===== src/inc/i2m_defines.vh =====
// register map, field positions and constants of the i2c master start block
`ifndef I2M_DEFINES_VH
`define I2M_DEFINES_VH
`define I2M_ADDR_W 3
`define I2M_A_STATUS 3'h0
`define I2M_A_CTRL 3'h1
`define I2M_A_CTRL2 3'h2
`define I2M_A_RELOAD 3'h3
`define I2M_A_BUF 3'h4
`define I2M_A_FLAGS 3'h5
`define I2M_ST_BF 0
`define I2M_ST_START 3
`define I2M_ST_STOP 4
`define I2M_C_MODE_HI 3
`define I2M_C_EN 5
`define I2M_C_WRITE_COLLISION_FLAG 7
`define I2M_MODE_MASTER 4'h8
`define I2M_C2_SEN 0
`define I2M_C2_REPEATED_START_ENABLE 1
`define I2M_C2_PEN 2
`define I2M_C2_ACK_RECEIVED_STATUS 6
`define I2M_C2_LOW_W 5
`define I2M_F_INT 0
`define I2M_F_BCL 1
`define I2M_F_INTEN 2
`define I2M_PHASE_W 2
`define I2M_PHASE_Q2 2'h1
`define I2M_PHASE_Q4 2'h3
`define I2M_BITS_PER_BYTE 4'h8
`endif


===== src/rtl/i2m_master.v =====
// i2c master: bus monitor, start/repeated start, byte transmit, clock generator and registers
`timescale 1ns/1ns
`include "i2m_defines.vh"
// Summary of operation
// - start and stop flags clear on reset and while the port is disabled.
// - stop on the bus raises the port interrupt when enabled.
// - data line compared with driven level; mismatch sets bus collision.
// - no queueing: buffer write during a condition is dropped, write collision set.
// - master generates clocks, start and stop; repeated start keeps the bus.
// - eight bits per byte, acknowledge received after each sent byte.
// - reload from low 7 bits of reload register; rate fosc/(4*(n+1)).
// - clock generator starts on buffer write, stops after acknowledge.
// - generator counts down to zero and halts, decrementing on q2 and q4.
// - automatic reload waits for clock line sampled high.
// - start: both lines high, count, drive data low, set start flag, count, clear.
// - lines low at start, or clock low early: collision, abort, idle.
// - buffer write during start or repeated start leaves buffer, sets write collision.
// - low five bits of control 2 ignored until a condition completes.
// - repeated start enable accepted only when idle.
// - repeated start: clock low, release data, release clock, data low.
// - start flag set on bus condition; interrupt waits for generator timeout.
// - repeated start collision: data low while clock high; an early clock fall is not checked.
// - acknowledge stored in control 2 bit 6; interrupt after ninth clock.
// - reset disables the port and abandons any transfer.
module i2m_master
(
  // clock and reset
  input wire sys_clk,
  input wire resetn,
  // register port
  input wire [`I2M_ADDR_W-1:0] reg_addr,
  input wire [7:0] reg_wdata,
  input wire reg_wr,
  input wire reg_rd,
  output reg [7:0] reg_rdata,
  // bus lines
  input wire scl_i,
  output wire scl_o,
  output wire scl_oe,
  input wire sda_i,
  output wire sda_o,
  output wire sda_oe,
  // interrupt flag levels
  output wire port_interrupt_flag,
  output wire bus_collision_flag
);
  localparam S_IDLE = 4'h0;
  localparam S_SW1 = 4'h1;
  localparam S_SHOLD = 4'h2;
  localparam S_RLOW = 4'h3;
  localparam S_RREL = 4'h4;
  localparam S_RHI = 4'h5;
  localparam S_RHOLD = 4'h6;
  localparam S_TLOW = 4'h7;
  localparam S_TRISE = 4'h8;
  localparam S_THIGH = 4'h9;
  localparam S_PLOW = 4'hA;
  localparam S_PRISE = 4'hB;
  localparam S_PHIGH = 4'hC;
  localparam S_PDONE = 4'hD;

  // pin synchronisers, a change counts when stages two and three agree
  reg [2:0] scl_s_q;
  reg [2:0] sda_s_q;
  reg scl_q;
  reg sda_q;
  always @(posedge sys_clk)
  begin
    if (!resetn)
    begin
      scl_s_q <= 3'h7;
      sda_s_q <= 3'h7;
      scl_q <= 1'b1;
      sda_q <= 1'b1;
    end
    else
    begin
      scl_s_q <= {scl_s_q[1:0], scl_i};
      sda_s_q <= {sda_s_q[1:0], sda_i};
      if (scl_s_q[1] == scl_s_q[2])
        scl_q <= scl_s_q[2];
      if (sda_s_q[1] == sda_s_q[2])
        sda_q <= sda_s_q[2];
    end
  end

  // registers
  reg [3:0] state_q;
  reg [1:0] phase_q;
  reg [6:0] brg_q;
  reg brg_run_q;
  reg [7:0] reload_q;
  reg [7:0] buf_q;
  reg [7:0] shift_q;
  reg [3:0] bitcnt_q;
  reg bf_q;
  reg port_enable_q;
  reg [3:0] mode_q;
  reg write_collision_flag_q;
  reg start_q;
  reg stop_q;
  reg sen_q;
  reg repeated_start_enable_q;
  reg pen_q;
  reg ack_received_status_q;
  reg int_q;
  reg bcl_q;
  reg int_en_q;
  reg scl_low_q;
  reg sda_low_q;
  reg scl_d1_q;
  reg sda_d1_q;

  wire master_on = port_enable_q && (mode_q == `I2M_MODE_MASTER);
  wire tick = (phase_q == `I2M_PHASE_Q2) || (phase_q == `I2M_PHASE_Q4);
  wire brg_zero = brg_run_q && (brg_q == 7'h00) && tick;
  wire busy = (state_q != S_IDLE);
  wire in_start = (state_q == S_SW1) || (state_q == S_SHOLD) || (state_q == S_RLOW) ||
                  (state_q == S_RREL) || (state_q == S_RHI) || (state_q == S_RHOLD);
  wire wr_buf = reg_wr && (reg_addr == `I2M_A_BUF);
  wire wr_c2 = reg_wr && (reg_addr == `I2M_A_CTRL2);
  wire start_seen = scl_q && scl_d1_q && sda_d1_q && !sda_q;
  wire stop_seen = scl_q && scl_d1_q && !sda_d1_q && sda_q;
  wire drive_hi_bit = !sda_low_q;

  assign scl_o = 1'b0;
  assign sda_o = 1'b0;
  assign scl_oe = scl_low_q;
  assign sda_oe = sda_low_q;
  assign port_interrupt_flag = int_q;
  assign bus_collision_flag = bcl_q;

  always @(posedge sys_clk)
  begin
    if (!resetn || !port_enable_q)
    begin
      start_q <= 1'b0;
      stop_q <= 1'b0;
      scl_d1_q <= 1'b1;
      sda_d1_q <= 1'b1;
    end
    else
    begin
      scl_d1_q <= scl_q;
      sda_d1_q <= sda_q;
      if (start_seen)
      begin
        start_q <= 1'b1;
        stop_q <= 1'b0;
      end
      else if (stop_seen)
      begin
        stop_q <= 1'b1;
        start_q <= 1'b0;
      end
    end
  end

  always @(posedge sys_clk)
  begin
    if (!resetn)
    begin
      state_q <= S_IDLE;
      phase_q <= 2'h0;
      brg_q <= 7'h00;
      brg_run_q <= 1'b0;
      reload_q <= 8'h00;
      buf_q <= 8'h00;
      shift_q <= 8'h00;
      bitcnt_q <= 4'h0;
      bf_q <= 1'b0;
      port_enable_q <= 1'b0;
      mode_q <= 4'h0;
      write_collision_flag_q <= 1'b0;
      sen_q <= 1'b0;
      repeated_start_enable_q <= 1'b0;
      pen_q <= 1'b0;
      ack_received_status_q <= 1'b0;
      int_q <= 1'b0;
      bcl_q <= 1'b0;
      int_en_q <= 1'b0;
      scl_low_q <= 1'b0;
      sda_low_q <= 1'b0;
    end
    else
    begin
      phase_q <= phase_q + 2'h1;
      if (brg_run_q && tick && brg_q != 7'h00)
        brg_q <= brg_q - 7'h01;
      if (brg_zero)
        brg_run_q <= 1'b0;
      // software writes, cleared flags lose against hardware sets below
      if (reg_wr && reg_addr == `I2M_A_CTRL)
      begin
        mode_q <= reg_wdata[`I2M_C_MODE_HI:0];
        port_enable_q <= reg_wdata[`I2M_C_EN];
        write_collision_flag_q <= reg_wdata[`I2M_C_WRITE_COLLISION_FLAG];
      end
      if (reg_wr && reg_addr == `I2M_A_RELOAD)
        reload_q <= reg_wdata;
      if (reg_wr && reg_addr == `I2M_A_FLAGS)
      begin
        int_q <= reg_wdata[`I2M_F_INT];
        bcl_q <= reg_wdata[`I2M_F_BCL];
        int_en_q <= reg_wdata[`I2M_F_INTEN];
      end
      if (wr_c2 && master_on && !busy && !sen_q && !repeated_start_enable_q)
      begin
        if (reg_wdata[`I2M_C2_SEN])
        begin
          sen_q <= 1'b1;
          if (scl_q && sda_q)
          begin
            state_q <= S_SW1;
            brg_q <= reload_q[6:0];
            brg_run_q <= 1'b1;
          end
          else
          begin
            bcl_q <= 1'b1;
            sen_q <= 1'b0;
          end
        end
        else if (reg_wdata[`I2M_C2_REPEATED_START_ENABLE])
        begin
          repeated_start_enable_q <= 1'b1;
          scl_low_q <= 1'b1;
          state_q <= S_RLOW;
        end
        else if (reg_wdata[`I2M_C2_PEN])
        begin
          pen_q <= 1'b1;
          sda_low_q <= 1'b1;
          state_q <= S_PLOW;
          brg_q <= reload_q[6:0];
          brg_run_q <= 1'b1;
        end
      end
      if (wr_buf)
      begin
        if (busy || in_start || sen_q || repeated_start_enable_q || pen_q)
          write_collision_flag_q <= 1'b1;
        else if (master_on)
        begin
          buf_q <= reg_wdata;
          shift_q <= reg_wdata;
          bf_q <= 1'b1;
          bitcnt_q <= 4'h0;
          state_q <= S_TLOW;
          scl_low_q <= 1'b1;
          brg_q <= reload_q[6:0];
          brg_run_q <= 1'b1;
        end
      end
      if (master_on && stop_seen && int_en_q)
        int_q <= 1'b1;
      // arbitration, released data read low while clock high
      // rising clock and released stop data are judged only once settled
      if (busy && drive_hi_bit && scl_q && !sda_q && state_q != S_THIGH && state_q != S_RLOW &&
          state_q != S_TRISE && state_q != S_PHIGH)
      begin
        bcl_q <= 1'b1;
        state_q <= S_IDLE;
        sen_q <= 1'b0;
        repeated_start_enable_q <= 1'b0;
        pen_q <= 1'b0;
        scl_low_q <= 1'b0;
        sda_low_q <= 1'b0;
        brg_run_q <= 1'b0;
      end
      else
      begin
        case (state_q)
          S_IDLE:
          begin
          end
          S_SW1:
          begin
            if (!scl_q)
            begin
              bcl_q <= 1'b1;
              sen_q <= 1'b0;
              brg_run_q <= 1'b0;
              state_q <= S_IDLE;
            end
            else if (brg_zero)
            begin
              sda_low_q <= 1'b1;
              brg_q <= reload_q[6:0];
              brg_run_q <= 1'b1;
              state_q <= S_SHOLD;
            end
          end
          S_SHOLD, S_RHOLD:
          begin
            if (brg_zero)
            begin
              sen_q <= 1'b0;
              repeated_start_enable_q <= 1'b0;
              int_q <= 1'b1;
              state_q <= S_IDLE;
            end
          end
          S_RLOW:
          begin
            if (!scl_q && !brg_run_q)
            begin
              sda_low_q <= 1'b0;
              brg_q <= reload_q[6:0];
              brg_run_q <= 1'b1;
              state_q <= S_RREL;
            end
          end
          S_RREL:
          begin
            if (brg_zero)
            begin
              scl_low_q <= 1'b0;
              state_q <= S_RHI;
            end
          end
          S_RHI:
          begin
            if (scl_q && !brg_run_q)
            begin
              brg_q <= reload_q[6:0];
              brg_run_q <= 1'b1;
            end
            else if (brg_zero)
            begin
              sda_low_q <= 1'b1;
              brg_q <= reload_q[6:0];
              brg_run_q <= 1'b1;
              state_q <= S_RHOLD;
            end
          end
          S_TLOW:
          begin
            if (brg_zero)
            begin
              scl_low_q <= 1'b0;
              state_q <= S_TRISE;
            end
            else if (!scl_q)
            begin
              // data moves only once the clock line reads low
              sda_low_q <= (bitcnt_q < `I2M_BITS_PER_BYTE) ? !shift_q[7] : 1'b0;
              if (!brg_run_q)
              begin
                brg_q <= reload_q[6:0];
                brg_run_q <= 1'b1;
              end
            end
          end
          S_TRISE:
          begin
            if (scl_q)
            begin
              brg_q <= reload_q[6:0];
              brg_run_q <= 1'b1;
              state_q <= S_THIGH;
            end
          end
          S_THIGH:
          begin
            if (sda_low_q && !sda_q && !scl_q)
              state_q <= S_THIGH;
            if (bitcnt_q < `I2M_BITS_PER_BYTE && !sda_low_q && !sda_q)
            begin
              bcl_q <= 1'b1;
              sda_low_q <= 1'b0;
              brg_run_q <= 1'b0;
              state_q <= S_IDLE;
            end
            else if (brg_zero)
            begin
              scl_low_q <= 1'b1;
              if (bitcnt_q == `I2M_BITS_PER_BYTE)
              begin
                ack_received_status_q <= sda_q;
                int_q <= 1'b1;
                state_q <= S_IDLE;
              end
              else
              begin
                shift_q <= {shift_q[6:0], 1'b0};
                bitcnt_q <= bitcnt_q + 4'h1;
                if (bitcnt_q == `I2M_BITS_PER_BYTE - 4'h1)
                  bf_q <= 1'b0;
                state_q <= S_TLOW;
              end
            end
          end
          S_PLOW:
          begin
            if (brg_zero)
            begin
              scl_low_q <= 1'b0;
              state_q <= S_PRISE;
            end
          end
          S_PRISE:
          begin
            if (scl_q && !brg_run_q)
            begin
              brg_q <= reload_q[6:0];
              brg_run_q <= 1'b1;
            end
            else if (brg_zero)
            begin
              sda_low_q <= 1'b0;
              state_q <= S_PHIGH;
            end
          end
          S_PHIGH:
          begin
            if (sda_q && scl_q)
            begin
              brg_q <= reload_q[6:0];
              brg_run_q <= 1'b1;
              state_q <= S_PDONE;
            end
          end
          S_PDONE:
          begin
            if (brg_zero)
            begin
              pen_q <= 1'b0;
              int_q <= 1'b1;
              state_q <= S_IDLE;
            end
          end
          default:
            state_q <= S_IDLE;
        endcase
      end
      if (!port_enable_q)
      begin
        state_q <= S_IDLE;
        scl_low_q <= 1'b0;
        sda_low_q <= 1'b0;
        sen_q <= 1'b0;
        repeated_start_enable_q <= 1'b0;
        pen_q <= 1'b0;
        brg_run_q <= 1'b0;
      end
    end
  end

  // read data one cycle after the strobe
  always @(posedge sys_clk)
  begin
    if (!resetn)
      reg_rdata <= 8'h00;
    else if (reg_rd)
    begin
      case (reg_addr)
        `I2M_A_STATUS: reg_rdata <= {3'h0, stop_q, start_q, 2'h0, bf_q};
        `I2M_A_CTRL: reg_rdata <= {write_collision_flag_q, 1'b0, port_enable_q, 1'b0, mode_q};
        `I2M_A_CTRL2: reg_rdata <= {1'b0, ack_received_status_q, 3'h0, pen_q, repeated_start_enable_q, sen_q};
        `I2M_A_RELOAD: reg_rdata <= reload_q;
        `I2M_A_BUF: reg_rdata <= buf_q;
        `I2M_A_FLAGS: reg_rdata <= {5'h00, int_en_q, bcl_q, int_q};
        default: reg_rdata <= 8'h00;
      endcase
    end
    else
      reg_rdata <= 8'h00;
  end
endmodule // i2m_master


===== config.mk =====
export PLATFORM = sky130hd
export DESIGN_NAME = i2m_master
export DESIGN_NICKNAME = d
export VERILOG_FILES = /design/src/rtl/i2m_master.v
export VERILOG_INCLUDE_DIRS = /design/src /design/src/inc
export SDC_FILE = /design/constraint.sdc
export NUM_CORES = 1
export LEC_CHECK = 0
export BUFFER_PORTS_ARGS = -buffer_cell sky130_fd_sc_hd__buf_2
export CORE_ASPECT_RATIO = 2
export CORE_MARGIN = 2
export CORE_UTILIZATION = 50
export DETAILED_ROUTE_END_ITERATION = 12
export MAX_ROUTING_LAYER = met4
export PLACE_DENSITY = 0.68
export SETUP_SLACK_MARGIN = 0.3
export SLEW_MARGIN = 30
export SYNTH_ARGS = -nofsm -noshare
export SYNTH_HDL_FRONTEND = slang
export SYNTH_SLANG_ARGS = --single-unit
export TNS_END_PERCENT = 30

===== constraint.sdc =====
create_clock -name sys_clk -period 4.1 [get_ports sys_clk]
set_input_delay 0.615 -clock sys_clk [delete_from_list [all_inputs] [get_ports sys_clk]]
set_output_delay 0.615 -clock sys_clk [all_outputs]
set_load 0.02 [all_outputs]

==> impl_metrics.csv <==
group,metric,value,unit
synth,synth_cells,616,
sta,hold_viol,0,
global_routing,overflow,0,
worst_setup_path,r2r-start,"state_q[0]",
global_routing,antenna_found_initial,0,
sta,period_needed,2.862,ns
sta,worst_pin_slew,0.9176,ns
finish,layout-drive-gt1-share,11.31,%
worst_setup_path,critPathLaunchType,"register",
clocking,htree_num_levels,3,
global_routing,grt_max_degree,27,
synth,synth_seq_area_share,33.45,%
finish,final_nets,636,
synth,ys.flop_type,"dfxtp_1",
clocking,numCtsBuffers,9,
synth,synth.largest_area_cell,"dfxtp_1",
worst_setup_path,cpMaxStageDelayCell,"dfxtp_1",
power_and_ir_drop,internal_power,0.001345,W
clocking,clock_sinks,78,
sta,slew_headroom,38.75,%
clocking,post_cts_buffers,0,
power_and_ir_drop,ir_drop,0.3956,mV
synth,synth_xor_xnor_area_share,1.501,%
placement,hpwl,11.40,mm
die,die_area,10170,um^2
worst_setup_path,critPathKind,"register to register",
sta,clock.fmax,349.4,MHz
min_path,hold_path_class,"register to register",
global_routing,grt.total_usage,32.24,%
power_and_ir_drop,leakage,1.832,nW
clocking,cts_max_path_buffers,2,
synth,syn-cell-area,4668,um^2
worst_setup_path,worst_setup_path_end_kind,"register",
worst_setup_path,ff2ff_path_depth,6,
clocking,clock_latency,0.34,ns
worst_setup_path,cp_cell_sequence,"nand2b_1 -> nor3_1 -> and3_1 -> nor2_1 -> a21oi_1 -> nor2_1",
synth,yosysMostFrequentCell,"nand2_1",
power_and_ir_drop,switching_share,22.98,%
worst_setup_path,crit_top_cell,"nor2_1",
die,row_count,49,
placement,io_buffers,28,
clocking,clk_pin_slew,0.06,ns
power_and_ir_drop,p_sw,0.0004013,W
synth,syn_avg_cell_area,7.578,um^2
sta,finalClockSkew,0.004706,ns
worst_setup_path,critPathRequiredTime,4.31,ns
worst_setup_path,max_stage_delay,0.75,ns
power_and_ir_drop,power_density,341.9,nW/um^2
die,start_util,51.80,%
synth,async_reset_ff_share,0,%
run_status,status,"complete, no violations",
die,die_w,72.33,um
min_path,worstHoldStart,"scl_s_q[0]",
sta,drv_slew,0,
synth,netlist_top_cells_count,"nand2_1, dfxtp_1, nor2_1",
run,max-cap-violations,0,
synth,netlist.area_leader.share,33.45,%
power_and_ir_drop,p_comb_share,4.3,%
sta,setup_viol,0,
synth,synth_area_leaders,"dfxtp_1, nand2_1, a21oi_1",
worst_setup_path,cp-startpoint,"state_q[0]",
synth,synth_compound_area_share,25.01,%
detailed_routing,viasPerCell,6.585,
clocking,cts_tree,"done",
sta,tns,0,ns
detailed_routing,drt_iter0_markers,568,
synth,synth-adder-area-share,1.340,%
synth,ys_types,74,
detailed_routing,drc_errors,0,
die,core-area,9012,um^2
power_and_ir_drop,power,0.001747,W
sta,rsz0062_at_grt,"no",
finish,antenna_cells,0,
detailed_routing,drtPass1Iterations,8,
synth,ys_ff_latch,78,
synth,synth_top_family_by_area,"simple AND/OR/NAND/NOR gates",
die,die_height,140.7,um
clocking,cts-resized-gates,0,
global_routing,grt_pass1_vias,4533,
detailed_routing,wirelength,15.41,mm
power_and_ir_drop,power_frac_seq,44.3,%
finish,syn_to_final_growth,9.461,%
die,io_pins,31,
placement,finalWeightedCongestion,1.003,
synth,synth_edf_count,0,
synth,yosys_warnings,0,
detailed_routing,ant_nets,0,
synth,synth_mux_area_share,5.066,%
detailed_routing,num_vias,4748,
power_and_ir_drop,power.share.clock,51.4,%
sta,fin_crit_sh,69.80,%
clocking,cts-root-buf,"clkbuf_16",
clocking,ctsHoldBuffers,0,
worst_setup_path,path_max_fanout,20,
global_routing,grt_first_pass_wirelength,24.20,mm
detailed_routing,wire_per_inst,21.37,um
worst_setup_path,cp.arrival,3.08,ns
min_path,min_delay_path_depth,1,
synth,synth_simple_gate_area_share,27.77,%
==> cells by family (layout without fill, tap and decap cells) <==
| logic type | count (synthesis) | after routing |
|---|---|---|
| adders and majority gates | 5 | 5 |
| muxes | 22 | 22 |
| buffers and inverters | 64 | 66 |
| DFF | 78 | 78 |
| other | 1 | 2 |
| xor gates and xnor gates | 8 | 8 |
| and+or+nand+nor | 256 | 256 |
| AOI/OAI and AO/OA | 182 | 182 |
==> path summary, 6_finish.rpt <==
kind	endpoint	slack, ns
hold reg to reg	scl_s_q[1]	0.41
setup / recovery	bitcnt_q[0]	1.24
setup reg to reg	bitcnt_q[0]	1.24
hold / removal	scl_s_q[1]	0.41
==> cell type report <==
cell class | instances | area [um^2]
Fill cell | 869 | 3902
Multi-Input combinational cell | 475 | 2840
Sequential cell | 78 | 1562
Clock buffer | 10 | 239.0
Timing Repair Buffer | 35 | 192.7
Tap cell | 102 | 127.6
Clock inverter | 6 | 92.59
Inverter | 15 | 56.30
==> sequential cells by signal (all words and copies together), names as in the netlist, 2 cells and up <==
name	count
phase_q	2
buf_q	8
scl_s_q	3
reg_rdata	8
bitcnt_q	4
sda_s_q	3
shift_q	8
reload_q	8
state_q	4
mode_q	4
brg_q	7
==> through the flow <==
step           cells  hold slack [ns]  setup WS, ns  utilization, %  instance area [um^2]
2_1_floorplan    617           0.3863         1.765               -                  4672
3_3_place_gp     705           0.3911         1.312           53.02                  4778
3_5_place_dp     705           0.3940         1.346           53.02                  4778
4_1_cts          721           0.4090         1.341           56.70                  5110
5_1_grt          721           0.4457         1.057           56.70                  5110
6_report         721           0.4106         1.238           56.70                  5110
==> layer usage <==
layer  track usage, %  wire (um)  vias to the layer above  part of all wire, %
met5                -          0                        -                    0
met3            4.932        759                       84                  4.9
li1                 -          -                     2203                    -
met2            53.89       7976                      249                   52
met4            22.64       1120                        0                  7.3
met1            33.62       5554                     2212                   36
==> cell usage in the layout (no fill, tap or decap), types with 3 or more instances in the layout <==
cell       instances
nand2_1           92
dfxtp_1           78
nor2_1            57
a21oi_1           54
o21ai_0           34
buf_2             28
nand3_1           23
a31oi_1           23
mux2i_1           18
nand2b_1          18
inv_1             15
nor2b_1           10
nor3_1             9
clkbuf_16          9
a21o_1             8
o22ai_1            8
buf_4              7
nor3b_1            6
o21a_1             6
and3_1             6
a211oi_1           6
a221oi_1           6
ha_1               5
xor2_1             4
xnor2_1            4
or2_2              3
nand3b_1           3
o211ai_1           3
a22oi_1            3
o221ai_1           3
or3_1              3
mux2_2             3
==> power by group through the flow <==
| stage | sequential [W] | combinational (W) | clock [W] |
|---|---|---|---|
| finish | 0.000774 | 0.0000755 | 0.000897 |
| detailed placement | 0.000791 | 0.0000743 | 0 |
| floorplan | 0.000789 | 0.0000511 | 0 |
| CTS | 0.000774 | 0.0000745 | 0.000903 |
| global route | 0.000775 | 0.0000824 | 0.000932 |
| global placement | 0.000791 | 0.0000731 | 0 |
==> critical path, delay by kind of cell, from the launching register on <==
family,cells,cell delay (ns)
simple gates,5,1.80
flops,1,0.75
compound gates,1,0.18
No activity file was read; power rests on OpenSTA's default activity.
